File: config.mk
export PLATFORM = sky130hd
export DESIGN_NAME = gorc_top
export DESIGN_NICKNAME = d
export VERILOG_FILES = /design/src/verilog/gorc_pkg.sv /design/src/verilog/gorc_uart_if.sv /design/src/verilog/gorc_top.sv /design/src/verilog/gorc_uart.sv
export VERILOG_INCLUDE_DIRS = /design/src /design/src/verilog
export SDC_FILE = /design/constraint.sdc
export NUM_CORES = 1
export LEC_CHECK = 0
export ABC_AREA = 0
export CAP_MARGIN = 20
export CORE_MARGIN = 3
export CORE_UTILIZATION = 50
export DETAILED_ROUTE_END_ITERATION = 7
export DONT_BUFFER_PORTS = 1
export PLACE_DENSITY = 0.72
export SLEW_MARGIN = 10
export SYNTH_ARGS = -nofsm -noshare
export SYNTH_HDL_FRONTEND = slang
export SYNTH_SLANG_ARGS = --single-unit
export TNS_END_PERCENT = 50
File: constraint.sdc
create_clock -name core_clk -period 8.4 [get_ports core_clk]
set_input_delay 1.26 -clock core_clk [delete_from_list [all_inputs] [get_ports core_clk]]
set_output_delay 1.26 -clock core_clk [all_outputs]
set_load 0.03 [all_outputs]
File: src/verilog/gorc_consts.svh
/*
 * constants of the conditioner: timing, scale, codes, limits.
 * assumes a 200 MHz core clock and a 12-bit output converter.
 */
// Notes on behaviour
// - output held at start-up level after power-up
// - hold lasts 15 s, then calculated value
// - serial reading is zero during warm-up
// - start-up level and warm-up time programmable
// - readings clamp at 200% of full scale
// - continuous memory, supply and analogue self-checks
// - fault forces output to -100% full scale
// - scaled voltage output goes to 0V code
// - serial reading is -100% during fault
// - transients freeze output until they settle
// - serial characters are 8N1 both directions
// - setting selects rising or falling output
// - pins tied low give zero/span command
`ifndef GORC_CONSTS_SVH
`define GORC_CONSTS_SVH

// ----------------------------------------------------------------------
// timing
// ----------------------------------------------------------------------
`define GORC_CLK_HZ 64'd200000000
`define GORC_WARMUP_S 64'd15
`define GORC_CAL_MS 64'd100
`define GORC_BAUD 64'd9600

// ----------------------------------------------------------------------
// reading scale, full scale is 2^12
// ----------------------------------------------------------------------
`define GORC_FS_SHIFT 12
`define GORC_MAX_READING 16'sh2000
`define GORC_FAULT_READING 16'shF000
`define GORC_ZERO_READING 16'sh0000

// ----------------------------------------------------------------------
// output codes and self-check limits
// ----------------------------------------------------------------------
`define GORC_ZERO_OUT 12'h249
`define GORC_FS_OUT 12'hB6D
`define GORC_DAC_MAX 12'hFFF
`define GORC_DAC_FAULT 12'h000
`define GORC_SUPPLY_MIN_MV 13'h0BB8
`define GORC_SUPPLY_MAX_MV 13'h1388

`endif

File: src/verilog/gorc_pkg.sv
/*
 * types shared by the conditioner and its serial port.
 * assumes nothing beyond the constants header.
 */
package gorc_pkg;
    typedef logic signed [15:0] gorc_reading_t;
    typedef logic [11:0] gorc_dac_t;
    typedef logic [7:0] gorc_byte_t;
    typedef enum logic [1:0] {GORC_REPLY_IDLE, GORC_REPLY_HI, GORC_REPLY_LO} gorc_reply_t;
    typedef enum logic [1:0] {GORC_UART_IDLE, GORC_UART_START, GORC_UART_DATA, GORC_UART_STOP} gorc_uart_st_t;
endpackage

File: src/verilog/gorc_uart_if.sv
/*
 * byte channel to the serial port.
 * assumes both ends run on core_clk; rx_line is already synchronised.
 */
interface gorc_uart_if;
    gorc_pkg::gorc_byte_t tx_data;
    logic tx_valid;
    logic tx_ready;
    logic tx_line;
    logic tx_busy;
    gorc_pkg::gorc_byte_t rx_data;
    logic rx_valid;
    logic rx_line;
    modport core (output tx_data, output tx_valid, input tx_ready, input tx_line, input tx_busy,
                  input rx_data, input rx_valid, output rx_line);
    modport port (input tx_data, input tx_valid, output tx_ready, output tx_line, output tx_busy,
                  output rx_data, output rx_valid, input rx_line);
endinterface

File: src/verilog/gorc_top.sv
/*
 * gas reading output conditioner: warm-up hold, over-range clamp, fault
 * override, transient freeze, output polarity, serial reply and manual
 * calibration tie detection.
 * assumes reading, supply and checks come from core_clk logic;
 * rx and tx sense come from pins.
 */
`include "gorc_consts.svh"

module gorc_top #(
    parameter logic [31:0] WARMUP_CYCLES = 32'(`GORC_WARMUP_S * `GORC_CLK_HZ),
    parameter gorc_pkg::gorc_dac_t STARTUP_CODE = `GORC_ZERO_OUT,
    parameter gorc_pkg::gorc_dac_t ZERO_CODE = `GORC_ZERO_OUT,
    parameter gorc_pkg::gorc_dac_t FS_CODE = `GORC_FS_OUT,
    parameter logic [31:0] CAL_CYCLES = 32'(`GORC_CAL_MS * `GORC_CLK_HZ / 64'd1000),
    parameter logic [31:0] BAUD_DIV = 32'(`GORC_CLK_HZ / `GORC_BAUD)
) (
    input wire logic core_clk,
    input wire logic reset,
    input wire gorc_pkg::gorc_reading_t meas_reading,
    input wire logic [12:0] supply_mv,
    input wire logic mem_check_ok,
    input wire logic analog_check_ok,
    input wire logic amb_temp_transient,
    input wire logic sample_temp_transient,
    input wire logic flow_transient,
    input wire logic out_falling,
    input wire logic cal_enable,
    input wire logic rx_pin,
    input wire logic tx_i,
    output logic tx_o,
    output logic tx_oe,
    output gorc_pkg::gorc_dac_t dac_code,
    output gorc_pkg::gorc_reading_t serial_reading,
    output logic warmup_active,
    output logic fault_active,
    output logic frozen,
    output logic zero_cmd,
    output logic span_cmd
);
    import gorc_pkg::*;

    gorc_uart_if uif();

    // ------------------------------------------------------------------
    // pin synchronisers
    // ------------------------------------------------------------------
    logic rx_meta_reg;
    logic rx_sync_reg;
    logic txs_meta_reg;
    logic txs_sync_reg;

    always_ff @(posedge core_clk or posedge reset)
    begin
        if (reset)
        begin
            rx_meta_reg <= 1'b1;
            rx_sync_reg <= 1'b1;
            txs_meta_reg <= 1'b1;
            txs_sync_reg <= 1'b1;
        end
        else
        begin
            rx_meta_reg <= rx_pin;
            rx_sync_reg <= rx_meta_reg;
            txs_meta_reg <= tx_i;
            txs_sync_reg <= txs_meta_reg;
        end
    end

    assign uif.rx_line = rx_sync_reg;

    // ------------------------------------------------------------------
    // warm-up timer
    // ------------------------------------------------------------------
    logic [31:0] warm_cnt_reg;
    logic warm_reg;

    always_ff @(posedge core_clk or posedge reset)
    begin
        if (reset)
        begin
            warm_cnt_reg <= 32'h0;
            warm_reg <= 1'b1;
        end
        else if (warm_reg)
        begin
            warm_cnt_reg <= warm_cnt_reg + 32'd1;
            if (warm_cnt_reg >= WARMUP_CYCLES - 32'd1)
                warm_reg <= 1'b0;
        end
    end

    // ------------------------------------------------------------------
    // self-checks, clamp and freeze
    // ------------------------------------------------------------------
    // the limits are checked every cycle, so a fault shows within one clock
    wire supply_bad = (supply_mv < `GORC_SUPPLY_MIN_MV) || (supply_mv > `GORC_SUPPLY_MAX_MV);
    wire fault_now = supply_bad || !mem_check_ok || !analog_check_ok;
    wire transient = amb_temp_transient || sample_temp_transient || flow_transient;
    // values below -100% are also held at -100%, the lowest the output can show
    wire gorc_reading_t clamped = (meas_reading > `GORC_MAX_READING) ? `GORC_MAX_READING :
                                  (meas_reading < `GORC_FAULT_READING) ? `GORC_FAULT_READING : meas_reading;

    gorc_reading_t last_reg;
    wire gorc_reading_t live = transient ? last_reg : clamped;

    // ------------------------------------------------------------------
    // reading to output code, selectable slope
    // ------------------------------------------------------------------
    wire signed [15:0] span = $signed({4'h0, FS_CODE}) - $signed({4'h0, ZERO_CODE});
    wire signed [31:0] prod = live * span;
    wire signed [31:0] scaled = prod >>> `GORC_FS_SHIFT;
    wire signed [31:0] zero_w = $signed({20'h0, ZERO_CODE});
    wire signed [31:0] mapped = out_falling ? zero_w - scaled : zero_w + scaled;
    wire gorc_dac_t mapped_sat = (mapped < 32'sd0) ? 12'h000 :
                                 (mapped > $signed({20'h0, `GORC_DAC_MAX})) ? `GORC_DAC_MAX : mapped[11:0];

    // fault first, then warm-up, then the frozen or clamped value
    wire gorc_dac_t dac_next = fault_now ? `GORC_DAC_FAULT :
                               warm_reg ? STARTUP_CODE : mapped_sat;
    wire gorc_reading_t ser_next = fault_now ? `GORC_FAULT_READING :
                                   warm_reg ? `GORC_ZERO_READING : live;

    always_ff @(posedge core_clk or posedge reset)
    begin
        if (reset)
        begin
            last_reg <= `GORC_ZERO_READING;
            dac_code <= `GORC_DAC_FAULT;
            serial_reading <= `GORC_ZERO_READING;
            fault_active <= 1'b0;
            frozen <= 1'b0;
        end
        else
        begin
            last_reg <= live;
            dac_code <= dac_next;
            serial_reading <= ser_next;
            fault_active <= fault_now;
            frozen <= transient && !fault_now;
        end
    end

    assign warmup_active = warm_reg;

    // ------------------------------------------------------------------
    // serial reply: a byte received while no reply is pending returns the reading, high byte first
    // ------------------------------------------------------------------
    gorc_reply_t reply_reg;
    gorc_reading_t snap_reg;

    assign uif.tx_valid = (reply_reg != GORC_REPLY_IDLE);
    assign uif.tx_data = (reply_reg == GORC_REPLY_HI) ? snap_reg[15:8] : snap_reg[7:0];

    always_ff @(posedge core_clk or posedge reset)
    begin
        if (reset)
        begin
            reply_reg <= GORC_REPLY_IDLE;
            snap_reg <= `GORC_ZERO_READING;
        end
        else
        begin
            unique case (reply_reg)
                GORC_REPLY_IDLE:
                    if (uif.rx_valid)
                    begin
                        snap_reg <= serial_reading;
                        reply_reg <= GORC_REPLY_HI;
                    end
                GORC_REPLY_HI:
                    if (uif.tx_ready)
                        reply_reg <= GORC_REPLY_LO;
                GORC_REPLY_LO:
                    if (uif.tx_ready)
                        reply_reg <= GORC_REPLY_IDLE;
            endcase
        end
    end

    gorc_uart #(
        .BAUD_DIV(BAUD_DIV)
    ) u_uart (
        .core_clk(core_clk),
        .reset(reset),
        .u(uif.port)
    );

    // in calibration mode the idle transmitter lets go so a tie to ground
    // neither fights the driver nor hides from the sense input
    assign tx_o = uif.tx_line;
    assign tx_oe = !cal_enable || uif.tx_busy;

    // ------------------------------------------------------------------
    // manual calibration: rx tied low alone gives zero, with tx gives span
    // ------------------------------------------------------------------
    logic [31:0] tie_cnt_reg;
    logic tie_both_reg;
    wire tie_long = (tie_cnt_reg >= CAL_CYCLES);
    wire tie_end = cal_enable && rx_sync_reg && tie_long;

    always_ff @(posedge core_clk or posedge reset)
    begin
        if (reset)
        begin
            tie_cnt_reg <= 32'h0;
            tie_both_reg <= 1'b0;
            zero_cmd <= 1'b0;
            span_cmd <= 1'b0;
        end
        else
        begin
            zero_cmd <= tie_end && !tie_both_reg;
            span_cmd <= tie_end && tie_both_reg;
            if (!cal_enable || rx_sync_reg)
            begin
                tie_cnt_reg <= 32'h0;
                tie_both_reg <= 1'b0;
            end
            else
            begin
                if (!tie_long)
                    tie_cnt_reg <= tie_cnt_reg + 32'd1;
                if (!txs_sync_reg && !uif.tx_busy)
                    tie_both_reg <= 1'b1;
            end
        end
    end
endmodule

File: src/verilog/gorc_uart.sv
/*
 * 8N1 transmitter and receiver, data lsb first.
 * assumes rx_line is synchronised; a byte whose stop bit is low is dropped.
 */
module gorc_uart #(
    parameter logic [31:0] BAUD_DIV = 32'd20833
) (
    input wire logic core_clk,
    input wire logic reset,
    gorc_uart_if.port u
);
    import gorc_pkg::*;

    // ------------------------------------------------------------------
    // transmitter
    // ------------------------------------------------------------------
    gorc_uart_st_t tx_st_reg;
    logic [31:0] tx_cnt_reg;
    logic [2:0] tx_bit_reg;
    gorc_byte_t tx_sh_reg;
    logic tx_line_reg;
    wire tx_tick = (tx_cnt_reg == BAUD_DIV - 32'd1);

    assign u.tx_ready = (tx_st_reg == GORC_UART_IDLE);
    assign u.tx_busy = (tx_st_reg != GORC_UART_IDLE);
    assign u.tx_line = tx_line_reg;

    always_ff @(posedge core_clk or posedge reset)
    begin
        if (reset)
        begin
            tx_st_reg <= GORC_UART_IDLE;
            tx_cnt_reg <= 32'h0;
            tx_bit_reg <= 3'h0;
            tx_sh_reg <= 8'h00;
            tx_line_reg <= 1'b1;
        end
        else
        begin
            tx_cnt_reg <= (tx_st_reg == GORC_UART_IDLE || tx_tick) ? 32'h0 : tx_cnt_reg + 32'd1;
            unique case (tx_st_reg)
                GORC_UART_IDLE:
                    if (u.tx_valid)
                    begin
                        tx_sh_reg <= u.tx_data;
                        tx_line_reg <= 1'b0;
                        tx_st_reg <= GORC_UART_START;
                    end
                GORC_UART_START:
                    if (tx_tick)
                    begin
                        tx_line_reg <= tx_sh_reg[0];
                        tx_bit_reg <= 3'h0;
                        tx_st_reg <= GORC_UART_DATA;
                    end
                GORC_UART_DATA:
                    if (tx_tick)
                    begin
                        if (tx_bit_reg == 3'h7)
                        begin
                            tx_line_reg <= 1'b1;
                            tx_st_reg <= GORC_UART_STOP;
                        end
                        else
                        begin
                            tx_line_reg <= tx_sh_reg[tx_bit_reg + 3'h1];
                            tx_bit_reg <= tx_bit_reg + 3'h1;
                        end
                    end
                GORC_UART_STOP:
                    if (tx_tick)
                        tx_st_reg <= GORC_UART_IDLE;
            endcase
        end
    end

    // ------------------------------------------------------------------
    // receiver, sampled at mid-bit
    // ------------------------------------------------------------------
    gorc_uart_st_t rx_st_reg;
    logic [31:0] rx_cnt_reg;
    logic [2:0] rx_bit_reg;
    gorc_byte_t rx_sh_reg;
    gorc_byte_t rx_data_reg;
    logic rx_valid_reg;
    wire [31:0] rx_limit = (rx_st_reg == GORC_UART_START) ? (BAUD_DIV >> 1) : BAUD_DIV - 32'd1;
    wire rx_tick = (rx_cnt_reg == rx_limit);

    assign u.rx_data = rx_data_reg;
    assign u.rx_valid = rx_valid_reg;

    always_ff @(posedge core_clk or posedge reset)
    begin
        if (reset)
        begin
            rx_st_reg <= GORC_UART_IDLE;
            rx_cnt_reg <= 32'h0;
            rx_bit_reg <= 3'h0;
            rx_sh_reg <= 8'h00;
            rx_data_reg <= 8'h00;
            rx_valid_reg <= 1'b0;
        end
        else
        begin
            rx_valid_reg <= 1'b0;
            rx_cnt_reg <= (rx_st_reg == GORC_UART_IDLE || rx_tick) ? 32'h0 : rx_cnt_reg + 32'd1;
            unique case (rx_st_reg)
                GORC_UART_IDLE:
                    if (!u.rx_line)
                        rx_st_reg <= GORC_UART_START;
                GORC_UART_START:
                    if (rx_tick)
                    begin
                        rx_bit_reg <= 3'h0;
                        rx_st_reg <= u.rx_line ? GORC_UART_IDLE : GORC_UART_DATA;
                    end
                GORC_UART_DATA:
                    if (rx_tick)
                    begin
                        rx_sh_reg <= {u.rx_line, rx_sh_reg[7:1]};
                        rx_bit_reg <= rx_bit_reg + 3'h1;
                        if (rx_bit_reg == 3'h7)
                            rx_st_reg <= GORC_UART_STOP;
                    end
                GORC_UART_STOP:
                    if (rx_tick)
                    begin
                        // a low stop bit is a framing error or a calibration tie
                        rx_valid_reg <= u.rx_line;
                        rx_data_reg <= rx_sh_reg;
                        rx_st_reg <= GORC_UART_IDLE;
                    end
            endcase
        end
    end
endmodule

==> out/metrics.yaml <==
outcome:
  outcome: "finished clean"
floorplanning:
  die_w_um: 170
  initial_core_util_pct: 51.2
  ios: 75
  die-area_um2: 28900
  core_area_um2: 26200
  placement_rows: 59
  die_h_um: 170
yosys:
  syn_area_per_cell_um2: 9.78
  yosysUniqueCellTypes: 91
  synth_common_cells: "dfrtp_1, nor2_1, nand2_1"
  async_reset_ff_share_pct: 100
  synth.top_cell.area_share_pct: 39.9
  synth_largest_area_cell: "dfrtp_1"
  synth_edf_count: 0
  ys_ff_latch: 220
  ys_top_cells_by_area: "dfrtp_1, ha_1, xnor2_1, nor2_1, xor2_1"
  synth_area_um2: 13400
  yosysMostFrequentCell: "dfrtp_1"
  ys_seq_area_share_pct: 41.1
  syn_inst: 1373
  ys_warn_count: 0
  synth_nets: 1522
  synth-main-ff-cell: "dfrtp_1"
cts:
  cts.repair.resized: 0
  cts.clk_slew.worst_paths_ns: 0.06
  cts_hold_buffers: 0
  numCtsBuffers: 24
  clock_latency_ns: 0.51
  htree_levels: 1
  cts_setup_buffers: 0
  cts.sinks: 220
  clock-root-buffer: "clkbuf_16"
  cts_tree: "yes"
  cts-root-to-sink-buffers: 3
finish:
  drive_gt1_share_pct: 9.31
  final_nets: 1517
  area_growth_pct: 8.26
  n_antenna_cell: 0
timing:
  fin_crit_ns: 7.60
  slew_viol_final: 0
  relSlewSlack_pct: 32.8
  tightest_slew_ns: 1.00
  finClkSkew_ns: 0.0146
  fmax_mhz: 132
  rsz0062_at_grt: "false"
  tns_ns: 0
  finalHoldViolations: 0
  finalSetupViolations: 0
  period_share_pct: 90.5
route:
  ant_nets: 0
  wl_mm: 27.2
  drt_iter0_drc: 570
  wire_per_inst_um: 15.8
  viasPerCell: 5.69
  dr.pass1.iters: 5
  drcViolationCount: 0
  vias: 9787
setup_path:
  required_ns: 8.74
  r2r_setup_slack_ns: 1.98
  critPathTopFamily: "compound AO/OA/AOI/OAI gates"
  r2r_end: "dac_code[0]"
  start_kind: "input port"
  critPathKind: "in2reg"
  rr_worst_depth: 19
  crit_path_end_kind: "register"
  cp_slowest_stage_delay_ns: 0.60
  timing.rr.start: "last_reg[11]"
  crit_buf_inv: 4
  arrival_ns: 7.95
  slowest_stage: "o21ai_1"
  cp_max_fo: 12
global_route:
  grt_max_degree: 139
  grt.overflow.total: 0
  grt_busiest_layer: "met2"
  grt_use_met3_pct: 2.37
  antenna_found_initial: 0
  grt_use_total_pct: 19.0
  grtUsageMet2_pct: 33.2
  grt_pass1_vias: 9719
  grt_first_pass_wirelength_mm: 46.6
  grt_use_met1_pct: 25.3
power_and_ir_drop:
  clockPowerShare_pct: 25.7
  swShare_pct: 40.1
  power_density_nw_per_um2: 303
  combPwrFrac_pct: 49.4
  p_int_mw: 2.64
  p_switching_mw: 1.77
  seqPwrFrac_pct: 24.9
  ir_drop_v: 0.000191
  power_mw: 4.41
  p_leak_nw: 6.66
placement:
  hpwlAfterDp_mm: 19.6
  port_buffers: 0
  place.gp.congestion: 0.858
run:
  max-cap-violations: 0
worst_hold_path:
  hp-class: "reg2reg"
  min_to: "txs_sync_reg"
  min_path_cells: 0
  min_from: "txs_meta_reg"
## worst max path at each step
stage,startpoint,cells past startpoint,slack (ns),endpoint
2_1_floorplan,reset,1,1.13,asynchronous set/reset pin
3_3_place_gp,meas_reading[4],27,0.42,dac_code[3]
3_5_place_dp,meas_reading[4],25,0.28,dac_code[8]
4_1_cts,meas_reading[4],25,0.79,dac_code[10]
5_1_grt,meas_reading[4],27,0.13,dac_code[10]
6_report,meas_reading[4],25,0.80,dac_code[0]
## kinds of logic after synthesis
group,share of synthesized area (%)
simple gates,18.8
buf+inv,4.51
flops,41.1
compound gates,11.7
mux,3.50
fa+ha+maj,11.2
xor+xnor,9.32
## worst register-to-register path: stages, from the launching register on
cell and delay [ns]:
dfrtp_1 0.38, a22oi_1 0.52, inv_1 0.26, ha_1 0.35
inv_1 0.05, fa_1 0.50, fa_1 0.52, inv_1 0.04
ha_1 0.29, ha_1 0.45, nand3_2 0.15, or3_4 0.42
o21ai_2 0.21, xor2_2 0.19, a211oi_1 0.51, and2b_2 0.31
o21bai_1 0.18, mux2i_1 0.13, o21ai_1 0.60, a31oi_1 0.19
## through the flow
step / area [µm²] / hold slack (ns) / utilization, % / std cells / setup slack (ns)
6_report: 14500 / 0.354 / 55.5 / 1720 / 0.796
5_1_grt: 14500 / 0.358 / 55.5 / 1720 / 0.132
4_1_cts: 14500 / 0.355 / 55.4 / 1719 / 0.792
3_5_place_dp: 13700 / 0.347 / 52.1 / 1676 / 0.282
3_3_place_gp: 13700 / 0.348 / 52.1 / 1676 / 0.422
2_1_floorplan: 13400 / 0.345 / - / 1373 / 1.13
## power groups by stage
| stage | combinational [mW] | clock [mW] | sequential [mW] |
|---|---|---|---|
| floorplan | 1.90 | 0 | 1.11 |
| global placement | 2.13 | 0 | 1.12 |
| detailed placement | 2.16 | 0 | 1.11 |
| CTS | 2.17 | 1.16 | 1.10 |
| global route | 2.44 | 1.20 | 1.10 |
| finish | 2.18 | 1.13 | 1.10 |
## layout by cell type, fill, tap and decap left out, types with 18 or more instances in the layout
master     count
nand4_1       28
inv_1         91
a21oi_1       44
nor2_1       153
fa_1          18
mux2i_1       20
xor2_1        65
ha_1          91
a31oi_1       23
dfrtp_1      214
xnor2_1       76
and3_1        20
nor3_1        35
o21ai_0       61
mux2_2        20
nand2_1      112
clkbuf_16     25
nand3_1       47
## area by class of cell
cell class	instances	area (µm²)
fillers	2284	11700
clock inverters	15	209
clock buffers	28	657
flip-flops and latches	220	5510
multi-input cells	1021	7310
well taps	335	419
repair buffers	8	72.6
inverters	93	357
## layer usage
metal / wire length (µm) / share of wire [%] / up-vias
met2: 13500 / 50 / 143
li1: - / - / 4750
met1: 12200 / 45 / 4856
met3: 876 / 3.2 / 38
met5: 0 / 0 / -
met4: 626 / 2.3 / 0
Power figures use the tool's default switching activity.
